$ cat config.mk
export PLATFORM = sky130hd
export DESIGN_NAME = vtp_top
export DESIGN_NICKNAME = d
export VERILOG_FILES = /design/src/include/vtp_pkg.sv /design/src/rtl/vtp_fifo.sv /design/src/rtl/vtp_top.sv
export SDC_FILE = /design/constraint.sdc
export NUM_CORES = 2
export LEC_CHECK = 0
export ABC_CLOCK_PERIOD_IN_PS = 12700
export BUFFER_PORTS_ARGS = -buffer_cell sky130_fd_sc_hd__buf_4
export CAP_MARGIN = 20
export CELL_PAD_IN_SITES_DETAIL_PLACEMENT = 1
export CELL_PAD_IN_SITES_GLOBAL_PLACEMENT = 2
export CORE_ASPECT_RATIO = 1.1
export CORE_MARGIN = 3
export CORE_UTILIZATION = 51
export DETAILED_ROUTE_END_ITERATION = 10
export HOLD_SLACK_MARGIN = 0.05
export PLACE_DENSITY = 0.86
export SETUP_SLACK_MARGIN = 0.1
export SYNTH_ARGS = -nofsm -noshare
export SYNTH_HDL_FRONTEND = slang
export SYNTH_HIERARCHICAL = 1
export SYNTH_SLANG_ARGS = --single-unit
$ cat constraint.sdc
create_clock -name i_clock -period 12.7 [get_ports i_clock]
set_input_delay 0 -clock i_clock [delete_from_list [all_inputs] [get_ports i_clock]]
set_output_delay 0 -clock i_clock [all_outputs]
set_load 0.005 [all_outputs]
$ cat src/include/vtp_pkg.sv
/*
 * constants shared by the test pattern generator top and its testbench.
 * assumes a 20 mhz system clock and a 32-bit avalon-mm register bus.
 */
package vtp_pkg;
   // register indices; byte address is four times the index
   localparam logic [7:0] IDX_CTRL  = 8'h64;
   localparam logic [7:0] IDX_CFG   = 8'h65;
   localparam logic [7:0] IDX_IADDR = 8'h66;
   localparam logic [7:0] IDX_IDATA = 8'h67;
   localparam logic [7:0] IDX_STAT  = 8'h68;
   // reset values
   localparam logic [7:0] CTRL_RST  = 8'h00;
   localparam logic [7:0] CFG_RST   = 8'h00;
   localparam logic [7:0] IADDR_RST = 8'h00;
   localparam logic [7:0] IND_RST   = 8'h00;
   // control register fields
   localparam int CTRL_EN  = 0;
   localparam int CTRL_SEL = 4;
   // configuration register fields
   localparam int CFG_AUTO    = 0;
   localparam int CFG_INV     = 1;
   localparam int CFG_TSEL    = 2;
   localparam int CFG_EXTCLK  = 3;
   localparam int CFG_REDUCED = 4;
   // status register fields
   localparam int STAT_OVF = 3;
   // indirectly mapped registers
   localparam logic [3:0] IND_FTIME  = 4'h0;
   localparam logic [3:0] IND_HTOT_L = 4'h1;
   localparam logic [3:0] IND_HTOT_H = 4'h2;
   localparam logic [3:0] IND_VTOT_L = 4'h3;
   localparam logic [3:0] IND_VTOT_H = 4'h4;
   localparam logic [3:0] IND_HACT_L = 4'h5;
   localparam logic [3:0] IND_HACT_H = 4'h6;
   localparam logic [3:0] IND_VACT_L = 4'h7;
   localparam logic [3:0] IND_VACT_H = 4'h8;
   localparam logic [3:0] IND_HSW    = 4'h9;
   localparam logic [3:0] IND_VSW    = 4'ha;
   localparam logic [3:0] IND_HBP    = 4'hb;
   localparam logic [3:0] IND_VBP    = 4'hc;
   localparam logic [3:0] IND_SYNC   = 4'hd;
   localparam logic [3:0] IND_PMASK  = 4'he;
   localparam int IND_COUNT = 15;
   // sync configuration fields (1 = active high)
   localparam int SYNC_HPOL = 0;
   localparam int SYNC_VPOL = 1;
   // structure defaults
   localparam int FIFO_DEPTH = 32;
   localparam int DIV_RATIO  = 2;
   localparam int LOW_BITS   = 2;
endpackage

$ cat src/rtl/vtp_fifo.sv
/*
 * synchronous fifo for generated pixels, registered read data.
 * assumes one clock and a synchronous active-low reset.
 */
`timescale 1ns/1ps
module vtp_fifo #(
   parameter int WIDTH = 27,
   parameter int DEPTH = 32
) (
   // clock and reset
   input  wire logic             i_clock,
   input  wire logic             i_reset_n,
   // fill side
   input  wire logic             i_valid,
   output logic                  o_ready,
   input  wire logic [WIDTH-1:0] i_data,
   // drain side
   output logic                  o_valid,
   input  wire logic             i_ready,
   output logic      [WIDTH-1:0] o_data
);
   localparam int AW = $clog2(DEPTH);

   initial begin
      if (DEPTH < 2 || (1 << AW) != DEPTH) $error("fifo depth must be a power of two");
   end

   logic [WIDTH-1:0] mem_q [DEPTH];
   logic [AW:0]      wptr_q;
   logic [AW:0]      rptr_q;
   logic             ovalid_q;
   logic [WIDTH-1:0] odata_q;

   // pointer compare; extra msb tells full from empty
   wire empty = (wptr_q == rptr_q);
   wire full  = (wptr_q[AW] != rptr_q[AW]) && (wptr_q[AW-1:0] == rptr_q[AW-1:0]);
   wire push  = i_valid && !full;
   wire pop   = !empty && (!ovalid_q || i_ready);
   assign o_ready = !full;
   assign o_valid = ovalid_q;
   assign o_data  = odata_q;

   // storage, no reset needed on data
   always_ff @(posedge i_clock) begin
      if (push) mem_q[wptr_q[AW-1:0]] <= i_data;
      if (pop) odata_q <= mem_q[rptr_q[AW-1:0]];
   end

   // pointers and output stage
   always_ff @(posedge i_clock) begin
      if (!i_reset_n) begin
         wptr_q   <= '0;
         rptr_q   <= '0;
         ovalid_q <= 1'b0;
      end else begin
         if (push) wptr_q <= wptr_q + 1'b1;
         if (pop) rptr_q <= rptr_q + 1'b1;
         if (pop) ovalid_q <= 1'b1;
         else if (i_ready) ovalid_q <= 1'b0;
      end
   end
endmodule // vtp_fifo

$ cat src/rtl/vtp_top.sv
/*
 * video test pattern generator: register file, timing, patterns.
 * assumes avalon-mm master on i_clock, video pins asynchronous,
 * and a pixel sink with valid/ready handshake.
 */
// The Avalon-MM register port was left to the implementer.
// Behaviour
// - depth bit clear gives 24-bit, set gives 18-bit using six msbs.
// - internal timing: clock bit clear uses divided clock, set uses pixel clock.
// - in external timing mode the clock source bit is ignored.
// - timing bit clear: follow incoming pixel clock, de, hsync, vsync.
// - timing bit set: build timing from totals, actives, widths, porches, sync.
// - invert bit set inverts colour output, clear leaves it unchanged.
// - auto scroll clear keeps the selected pattern indefinitely.
// - auto scroll set steps to next enabled pattern every frame-time frames.
// - an 8-bit indirect address selects the indirectly mapped register.
// - writing indirect data stores the byte in the addressed register.
// - reading indirect data returns the addressed register's value.
// - patterns are produced only while the enable bit is set, default off.
`timescale 1ns/1ps
module vtp_top
   import vtp_pkg::*;
#(
   parameter int DIV   = vtp_pkg::DIV_RATIO,
   parameter int DEPTH = vtp_pkg::FIFO_DEPTH
) (
   // clock and reset
   input  wire logic        i_clock,
   input  wire logic        i_reset_n,
   // avalon-mm slave
   input  wire logic [9:0]  i_avs_address,
   input  wire logic        i_avs_read,
   input  wire logic        i_avs_write,
   input  wire logic [31:0] i_avs_writedata,
   input  wire logic [3:0]  i_avs_byteenable,
   output logic      [31:0] o_avs_readdata,
   output logic             o_avs_waitrequest,
   // incoming video timing
   input  wire logic        i_pclk,
   input  wire logic        i_de,
   input  wire logic        i_hs,
   input  wire logic        i_vs,
   // generated pixel stream
   output logic             o_pix_valid,
   input  wire logic        i_pix_ready,
   output logic      [23:0] o_pix_rgb,
   output logic             o_pix_de,
   output logic             o_pix_hs,
   output logic             o_pix_vs
);
   import vtp_pkg::*;

   initial begin
      if (DIV < 2) $error("divider ratio must be at least 2");
   end

   // bus slave: one wait cycle, answer on the second edge
   logic        ack_q;
   logic [31:0] rdata_q;
   wire         req    = i_avs_read || i_avs_write;
   wire         accept = req && ack_q;
   wire  [7:0]  idx    = i_avs_address[9:2];
   wire         wr_ok  = accept && i_avs_write && i_avs_byteenable[0];
   wire  [7:0]  wbyte  = i_avs_writedata[7:0];
   assign o_avs_waitrequest = req && !ack_q;
   assign o_avs_readdata    = rdata_q;

   always_ff @(posedge i_clock) begin
      if (!i_reset_n) ack_q <= 1'b0;
      else ack_q <= req && !ack_q;
   end

   // software registers
   logic [7:0] ctrl_q;
   logic [7:0] cfg_q;
   logic [7:0] iaddr_q;
   logic [7:0] ind_q [IND_COUNT];
   logic       ovf_q;

   wire wr_ctrl  = wr_ok && idx == IDX_CTRL;
   wire wr_cfg   = wr_ok && idx == IDX_CFG;
   wire wr_iaddr = wr_ok && idx == IDX_IADDR;
   wire wr_idata = wr_ok && idx == IDX_IDATA;
   wire wr_stat  = wr_ok && idx == IDX_STAT;
   wire iaddr_ok = iaddr_q < 8'(IND_COUNT);
   wire [3:0] islot = iaddr_q[3:0];

   // direct registers; address only moves on its own write
   always_ff @(posedge i_clock) begin
      if (!i_reset_n) begin
         ctrl_q  <= CTRL_RST;
         cfg_q   <= CFG_RST;
         iaddr_q <= IADDR_RST;
      end else begin
         if (wr_ctrl) ctrl_q <= wbyte;
         if (wr_cfg) cfg_q <= {1'b0, wbyte[6:0]}; // bit 7 reserved
         if (wr_iaddr) iaddr_q <= wbyte;
      end
   end

   // indirect registers, written through the data window
   always_ff @(posedge i_clock) begin
      for (int k = 0; k < IND_COUNT; k++) begin
         if (!i_reset_n) ind_q[k] <= IND_RST;
         else if (wr_idata && iaddr_ok && islot == 4'(k)) ind_q[k] <= wbyte;
      end
   end

   // read mux; unmapped indices answer zero
   logic [2:0] pat_q;
   logic [7:0] rd_mux;
   wire  [7:0] ind_rd = iaddr_ok ? ind_q[islot] : 8'h00;
   wire  [7:0] stat   = {4'h0, ovf_q, pat_q};
   always_comb begin
      unique case (idx)
         IDX_CTRL:  rd_mux = ctrl_q;
         IDX_CFG:   rd_mux = cfg_q;
         IDX_IADDR: rd_mux = iaddr_q;
         IDX_IDATA: rd_mux = ind_rd;
         IDX_STAT:  rd_mux = stat;
         default:   rd_mux = 8'h00;
      endcase
   end

   // read data latched in the wait cycle, stands at the answer edge
   always_ff @(posedge i_clock) begin
      if (!i_reset_n) rdata_q <= 32'h0000_0000;
      else if (i_avs_read && !ack_q) rdata_q <= {24'h00_0000, rd_mux};
   end

   // decoded controls
   wire       en      = ctrl_q[CTRL_EN];
   wire [2:0] sel     = ctrl_q[CTRL_SEL+2:CTRL_SEL];
   wire       auto    = cfg_q[CFG_AUTO];
   wire       inv     = cfg_q[CFG_INV];
   wire       tsel    = cfg_q[CFG_TSEL];
   wire       extclk  = cfg_q[CFG_EXTCLK];
   wire       reduced = cfg_q[CFG_REDUCED];
   wire [11:0] htot = {ind_q[IND_HTOT_H][3:0], ind_q[IND_HTOT_L]};
   wire [11:0] vtot = {ind_q[IND_VTOT_H][3:0], ind_q[IND_VTOT_L]};
   wire [11:0] hact = {ind_q[IND_HACT_H][3:0], ind_q[IND_HACT_L]};
   wire [11:0] vact = {ind_q[IND_VACT_H][3:0], ind_q[IND_VACT_L]};
   wire [11:0] hsw  = {4'h0, ind_q[IND_HSW]};
   wire [11:0] vsw  = {4'h0, ind_q[IND_VSW]};
   wire [11:0] hbeg = hsw + {4'h0, ind_q[IND_HBP]};
   wire [11:0] vbeg = vsw + {4'h0, ind_q[IND_VBP]};
   wire [7:0]  pmask = ind_q[IND_PMASK];

   // two-flop synchronisers for the video pins
   logic [3:0] vid_s1;
   logic [3:0] vid_s2;
   logic       pclk_s3;
   logic       vs_s3;
   always_ff @(posedge i_clock) begin
      if (!i_reset_n) begin
         vid_s1  <= 4'h0;
         vid_s2  <= 4'h0;
         pclk_s3 <= 1'b0;
         vs_s3   <= 1'b0;
      end else begin
         vid_s1  <= {i_pclk, i_de, i_hs, i_vs};
         vid_s2  <= vid_s1;
         pclk_s3 <= vid_s2[3];
         vs_s3   <= vid_s2[0];
      end
   end
   wire ext_edge = vid_s2[3] && !pclk_s3;
   wire ext_de   = vid_s2[2];
   wire ext_hs   = vid_s2[1];
   wire ext_vs   = vid_s2[0];

   // internal divided clock as a one-cycle enable
   localparam int DW = $clog2(DIV);
   logic [DW-1:0] div_q;
   wire div_tick = div_q == DW'(DIV - 1);
   always_ff @(posedge i_clock) begin
      if (!i_reset_n || div_tick) div_q <= '0;
      else div_q <= div_q + 1'b1;
   end

   // pixel rate; clock bit only counts with internal timing
   wire int_src = extclk ? ext_edge : div_tick;
   wire pix_en  = tsel ? int_src : ext_edge;

   // internal timing counters, stalled by fifo back-pressure
   logic [11:0] h_q;
   logic [11:0] v_q;
   logic        fifo_ready;
   wire step   = pix_en && tsel && fifo_ready;
   wire h_last = h_q >= htot - 12'h001;
   wire v_last = v_q >= vtot - 12'h001;
   always_ff @(posedge i_clock) begin
      if (!i_reset_n || !tsel) begin
         h_q <= 12'h000;
         v_q <= 12'h000;
      end else if (step) begin
         h_q <= h_last ? 12'h000 : h_q + 12'h001;
         if (h_last) v_q <= v_last ? 12'h000 : v_q + 12'h001;
      end
   end

   // internal sync and active window, polarity per sync setting
   wire int_hs = (h_q < hsw) ~^ ind_q[IND_SYNC][SYNC_HPOL];
   wire int_vs = (v_q < vsw) ~^ ind_q[IND_SYNC][SYNC_VPOL];
   wire int_de = h_q >= hbeg && h_q < hbeg + hact && v_q >= vbeg && v_q < vbeg + vact;

   // timing in use for the current pixel
   wire cur_de = tsel ? int_de : ext_de;
   wire cur_hs = tsel ? int_hs : ext_hs;
   wire cur_vs = tsel ? int_vs : ext_vs;
   wire frame_tick = tsel ? (step && h_last && v_last) : (ext_vs && !vs_s3);

   // pixel position within the active area
   logic [11:0] x_q;
   logic [11:0] y_q;
   logic        de_prev_q;
   wire pix_take = pix_en && (!tsel || fifo_ready);
   always_ff @(posedge i_clock) begin
      if (!i_reset_n) begin
         x_q       <= 12'h000;
         y_q       <= 12'h000;
         de_prev_q <= 1'b0;
      end else begin
         if (frame_tick) y_q <= 12'h000;
         else if (pix_take && de_prev_q && !cur_de) y_q <= y_q + 12'h001;
         if (pix_take) x_q <= cur_de ? x_q + 12'h001 : 12'h000;
         if (pix_take) de_prev_q <= cur_de;
      end
   end

   // next enabled pattern after the current one, wrapping
   function automatic logic [2:0] next_enabled(input logic [2:0] cur, input logic [7:0] mask);
      logic [2:0] res;
      logic [2:0] cand;
      res = cur;
      for (int k = 7; k >= 1; k--) begin
         cand = cur + 3'(k);
         if (mask[cand]) res = cand;
      end
      return res;
   endfunction

   // auto scroll frame counter
   logic [7:0] fcnt_q;
   wire [7:0] ftime     = (ind_q[IND_FTIME] == 8'h00) ? 8'h01 : ind_q[IND_FTIME];
   wire       scroll_go = frame_tick && auto && en && (fcnt_q + 8'h01 >= ftime);
   wire [2:0] pat_next  = next_enabled(pat_q, pmask);
   always_ff @(posedge i_clock) begin
      if (!i_reset_n) begin
         pat_q  <= 3'h0;
         fcnt_q <= 8'h00;
      end else if (!auto) begin
         pat_q  <= sel;
         fcnt_q <= 8'h00;
      end else if (scroll_go) begin
         pat_q  <= pat_next;
         fcnt_q <= 8'h00;
      end else if (frame_tick && en) begin
         fcnt_q <= fcnt_q + 8'h01;
      end
   end

   // pattern colour per component
   logic [23:0] raw;
   wire  [7:0]  gx = x_q[7:0];
   wire  [7:0]  gy = y_q[7:0];
   wire  [7:0]  ck = (x_q[0] ^ y_q[0]) ? 8'hff : 8'h00;
   always_comb begin
      unique case (pat_q)
         3'h0: raw = 24'hff_ffff;
         3'h1: raw = 24'h00_0000;
         3'h2: raw = 24'hff_0000;
         3'h3: raw = 24'h00_ff00;
         3'h4: raw = 24'h00_00ff;
         3'h5: raw = {gx, gx, gx};
         3'h6: raw = {gy, gy, gy};
         3'h7: raw = {ck, ck, ck};
      endcase
   end

   // invert, then trim low bits so 18-bit mode keeps six msbs
   wire [7:0]  keep   = reduced ? 8'hfc : 8'hff;
   wire [23:0] inv_c  = inv ? ~raw : raw;
   wire [23:0] colour = cur_de ? (inv_c & {keep, keep, keep}) : 24'h00_0000;

   // push into fifo only while enabled
   wire        push      = pix_en && en;
   wire [26:0] push_data = {cur_de, cur_hs, cur_vs, colour};

   // sticky overflow in external mode; set wins over write-one clear
   always_ff @(posedge i_clock) begin
      if (!i_reset_n) ovf_q <= 1'b0;
      else if (push && !fifo_ready && !tsel) ovf_q <= 1'b1; // internal timing stalls instead
      else if (wr_stat && wbyte[STAT_OVF]) ovf_q <= 1'b0;
   end

   // pixel buffer toward the serializer datapath
   logic [26:0] out_data;
   vtp_fifo #(.WIDTH(27), .DEPTH(DEPTH)) u_fifo (
      .i_clock  (i_clock),
      .i_reset_n(i_reset_n),
      .i_valid  (push),
      .o_ready  (fifo_ready),
      .i_data   (push_data),
      .o_valid  (o_pix_valid),
      .i_ready  (i_pix_ready),
      .o_data   (out_data)
   );
   assign o_pix_de  = out_data[26];
   assign o_pix_hs  = out_data[25];
   assign o_pix_vs  = out_data[24];
   assign o_pix_rgb = out_data[23:0];
endmodule // vtp_top

# == Yosys cells after proc, flatten, opt, wreduce, memory -nomap -nowiden ==
# Memory sizes are Yosys's and may differ from the RTL's. A register that Yosys moved wholly into a read port is not among the register bits.
# Cells that the tools add are included.
# op_classes
addsub,21
mul,0
n_div,0
magnitude_cmp,17
n_eq_ne,31
n_shift,0
muxes,109
bitwise_logic,22
reduce_logical,72
# ops
cell,count
case mux 24 bit (8 select lines),1
two-way mux 8 bit,18
two-way mux 1 bit,65
logical AND 1 bit,49
"adder 12 x 1 -> 12 bit, second input constant",4
two-way mux 24 bit,2
"== test 8 x 7 -> 1 bit, second input constant",5
case mux 8 bit (5 select lines),1
two-way mux 12 bit,3
"== test 4 bit, second input constant",7
"less-than comparator 3 x 4 -> 1 bit, second input constant",7
two-way mux 3 bit,9
adder 9 x 12 -> 12 bit,2
bitwise AND 24 bit,1
greater-or-equal comparator 12 bit,2
greater-or-equal comparator 12 x 9 -> 1 bit,2
less-than comparator 12 bit,2
less-than comparator 12 x 8 -> 1 bit,2
inverter 24 bit,1
"subtractor 12 x 1 -> 12 bit, second input constant",2
binary-select mux 1 bit (select 3 bit),7
adder 8 x 8 -> 9 bit,2
"== test 4 x 3 -> 1 bit, second input constant",4
OR 1 bit,15
32 further kinds,59
# word_totals
register_bits,117
latch_bits,0
mem_bits_rw,984
rom_bits,0
in_bits,55
out_inout_bits,61
memories,2
# memory_table
memory,depth,word_bits,read_ports,rd_clocked_by_memory_dff,wr,line,rtl
u_fifo.mem_q,32,27,1,1,1,vtp_fifo.sv:28,logic [WIDTH-1:0] mem_q [DEPTH];
ind_q,15,8,16,1,15,vtp_top.sv:77,logic [7:0] ind_q [IND_COUNT];

# == Depth between registers and ports, before layout ==
# depth
word_depth,14
mapped_depth,25

# == Cells and area by module ==
# The synthesis kept the hierarchy.
# modules_own_cells
mod,instances,cells_per_inst,area_each_um2,seq_area_each_um2
vtp_fifo,1,1577,34385.5,27015.9
vtp_top,1,1536,15045.7,5605.4

# == Worst setup path after synthesis ==
# Ideal clock, no wire load.
# synth_path
path_type,register to register
from,memory ind_q[9][0]
to,"memory u_fifo.mem_q[0][16], data pin"
t_arrival_ns,5.652
required_time_ns,12.255
slack_ns,6.603
stages_incl_launch_ff,25
n_path_buf,2
path_cell_list,edfxtp_1 -> ha_1 -> fa_1 -> a21oi_1 -> nor2_1 -> nor2_1 -> o21bai_1 -> a21oi_1 -> o21bai_1 -> a21o_1 -> ha_1 -> a21oi_1 -> or2_2 -> o31ai_1 -> xnor2_1 -> ha_1 -> a22oi_1 -> nand3_1 -> a221oi_1 -> o21a_1 -> o221ai_2 -> o31a_1 -> buf_4 -> clkbuf_1 -> nor3_1
# synth_lines
item,line
from (decl),vtp_top.sv:77
to (decl),vtp_fifo.sv:28

==> out/metrics.csv <==
metric;value;unit
status;finished clean;
Crit. End Element;register;
Starting Density;51.6;%
largest net degree at the start of global routing;88;
post-detail-place hpwl;88300;um
Critical Path Start;ind_q[10][0];
final worst path period share;49.7;%
top_reg_cell synth;edfxtp_1;
DR vias;29491;
initial antenna violation count;2;
post-CTS setup buffer count;0;
Sink Count;1124;
ANT nets after route;0;
Synth area leader;edfxtp_1;
row count;119;
area of the mapped netlist;49400;um2
num ports;116;
Req. time, crit path;13.02;ns
Hold WS;0.0859;ns
chip width;303;um
final setup fails;0;
final setup TNS;0;ns
layout cells sized above 1;18.4;%
synthesized instance count;3113;
Post-route DRC;0;
die height;333;um
fin crit period;6.31;ns
total CTS buffers;108;
Final Max Tran Viols;0;
clock latency on the worst-skew pair;0.69;ns
RSZ-0062 raised after global routing;false;
fraction of registers with async set/reset;0;%
Final Hold Vio Count;0;
clock root cell;clkbuf_16;
internal power;6070;uW
Logic pwr share;6.3;%
Setup CP Type;register to register;
fin nets;3460;
fin util;58.0;%
static leakage;0.0197;uW
peak supply drop;0.000142;V
Yosys warnings;6;
WL/cell;31.8;um
Synth area leaders;edfxtp_1 61%, mux4_2 9.2%, dfxtp_1 4.6%;
vias in the first global route;31518;
GRT overflow;0;
Seq/Total Area, Yosys;66.0;%
WP data arrival;6.63;ns
Core Region;95900;um2
DRT iter0 DRCs;3039;
element type at the critical path start;register;
Switch Pwr;1730;uW
clock slew seen by the registers of the worst setup and hold paths;0.06;ns
Hold Crit Class;input port to register;
Vias/cell;6.38;
Pwr Density;140;nW/um2
TritonRoute pass-1 iters;6;
first-pass GRT wire length;214000;um
antenna cells;0;
MaxCap Viol Count;0;
Flop pwr share;52.3;%
Total Wirelength;147000;um
H-tree Lvls;3;
die area;101000;um2
TritonCTS clock tree;yes;
post-synth cell types;78;
RR Startpoint;ind_q[10][0];
register bit total from synthesis;1124;
Rel. slew slack;27.0;%
Yosys top cell area share;61.4;%
f_max;158;MHz
worst hold start;i_vs;
Worst-Margin Slew;1.09;ns
EDFF count, synth;1011;
share of power burned in the clock network;41.4;%
gp weighted congestion;0.872;
area grow syn2layout;12.5;%
syn_area_per_cell;15.9;um2
Power, Total;7800;uW
sw frac;22.1;%
Worst Skew;0.0295;ns
GRT Total Usage;29.3;%
number of port buffers;62;
Crit Path Max Fanout;32;
clock buffer depth;3;
kinds of logic after synthesis:
logic type               synth area share, %
AO/OA/AOI/OAI                           6.69
other                                0.00759
XOR/XNOR                                2.21
multiplexers                            12.5
adder cells (fa/ha/maj)                 3.73
flip-flops                              66.0
AND/OR/NAND/NOR                         6.40
buffers and inverters                   2.47
Yosys cell counts (11+ instances only):
cell type	count
nand2_1	127
and2_1	135
a22o_1	38
a22oi_1	33
dfxtp_1	113
nand4_1	19
edfxtp_1	1011
nor4_1	11
nand3_1	46
xnor2_1	76
and3_1	16
nor3_1	20
buf_2	34
mux2i_1	153
nor2b_1	11
a2111oi_0	21
mux4_2	203
a21oi_1	138
nand2b_1	23
o22ai_1	28
nor2_1	173
o21bai_1	14
clkbuf_1	82
xor2_1	49
buf_4	40
ha_1	141
a21o_1	28
inv_1	74
o221ai_1	29
o21ai_0	67
final cells by class:
| cell class | instances | area, um2 |
|---|---|---|
| fill | 8785 | 40300 |
| clock buffer | 144 | 2900 |
| clock inverter | 58 | 611 |
| multi-input combinational | 1762 | 16000 |
| inverter | 75 | 282 |
| sequential | 1124 | 32600 |
| timing repair buffer | 189 | 1570 |
| tap | 1270 | 1590 |
state kept, by name, indices dropped and copies added, names as in the netlist, 3 cells and up, named ones only:
name and flops:
x_q 8, u_fifo/rptr_q 6, o_avs_readdata 8, ind_q 120, cfg_q 7, u_fifo/mem_q 864, vid_s2 4, v_q 12
u_fifo/o_data 27, iaddr_q 8, fcnt_q 8, h_q 12, vid_s1 4, ctrl_q 8, u_fifo/wptr_q 6, y_q 8
pat_q 3
layout by cell type, fill, tap and decap left out, types with 108 or more instances in the layout:
master,count
a21oi_1,138
and2_1,135
buf_4,133
clkbuf_16,109
dfxtp_1,108
edfxtp_1,1011
ha_1,141
mux2i_1,153
mux4_2,203
nand2_1,127
nor2_1,128
worst max-delay path: stages (launching register included):
cell and delay [ns]:
edfxtp_1 0.52, ha_1 0.27, fa_1 0.41, a21oi_1 0.16, nor2_1 0.06, nor2_1 0.15, o21bai_1 0.08, a21oi_1 0.23
xnor2_1 0.19, ha_1 0.32, a21oi_1 0.13, o21ai_0 0.15, a31oi_1 0.33, nor2_1 0.11, xnor2_1 0.14, ha_1 0.30
a22oi_1 0.14, nand3_1 0.11, a221oi_1 0.25, o21a_1 0.24, o221ai_2 0.19, o31a_1 0.29, buf_4 0.30, nor2_2 0.87
routing by layer:
metal  routed length, um  vias up  part of all wire [%]  GRT usage, %
li1                    -    12448                     -             -
met4                6510        2                   4.4          12.4
met5                  13        -                0.0089             0
met2               75800     1426                    52          51.1
met1               53700    15308                    37          36.5
met3               10800      307                   7.3          4.21
what timing repair did:
item,CTS,global route
endpoints found under the hold margin,167,0
resized for setup,0,0
endpoints found under the setup margin,0,0
hold buffers,31,0
power groups by stage:
| stage | Clock, uW | Combinational, uW | Sequential, uW |
|---|---|---|---|
| after detailed placement | 0 | 479 | 4160 |
| after global placement | 0 | 456 | 4150 |
| after global routing | 3430 | 534 | 4080 |
| after CTS | 3270 | 488 | 4080 |
| final | 3230 | 490 | 4080 |
| after floorplan | 0 | 372 | 4130 |
final timing paths:
kind | end | slack, ns | depth (start not counted)
setup / recovery | u_fifo/mem_q[0][20] | 6.39 | 23
hold / removal | vid_s1[0] | 0.09 | 3
setup reg to reg | u_fifo/mem_q[0][20] | 6.39 | 23
hold reg to reg | vid_s2[1] | 0.44 | 1
per-stage QoR:
step	cells	setup WS, ns	area, um2
after floorplan	3136	6.60	49500
after global placement	4365	6.39	51500
after detailed placement	4366	6.18	51500
after CTS	4599	6.15	55400
after global routing	4622	5.91	55600
final	4622	6.39	55600
No activity file was read; power rests on OpenSTA's default activity.
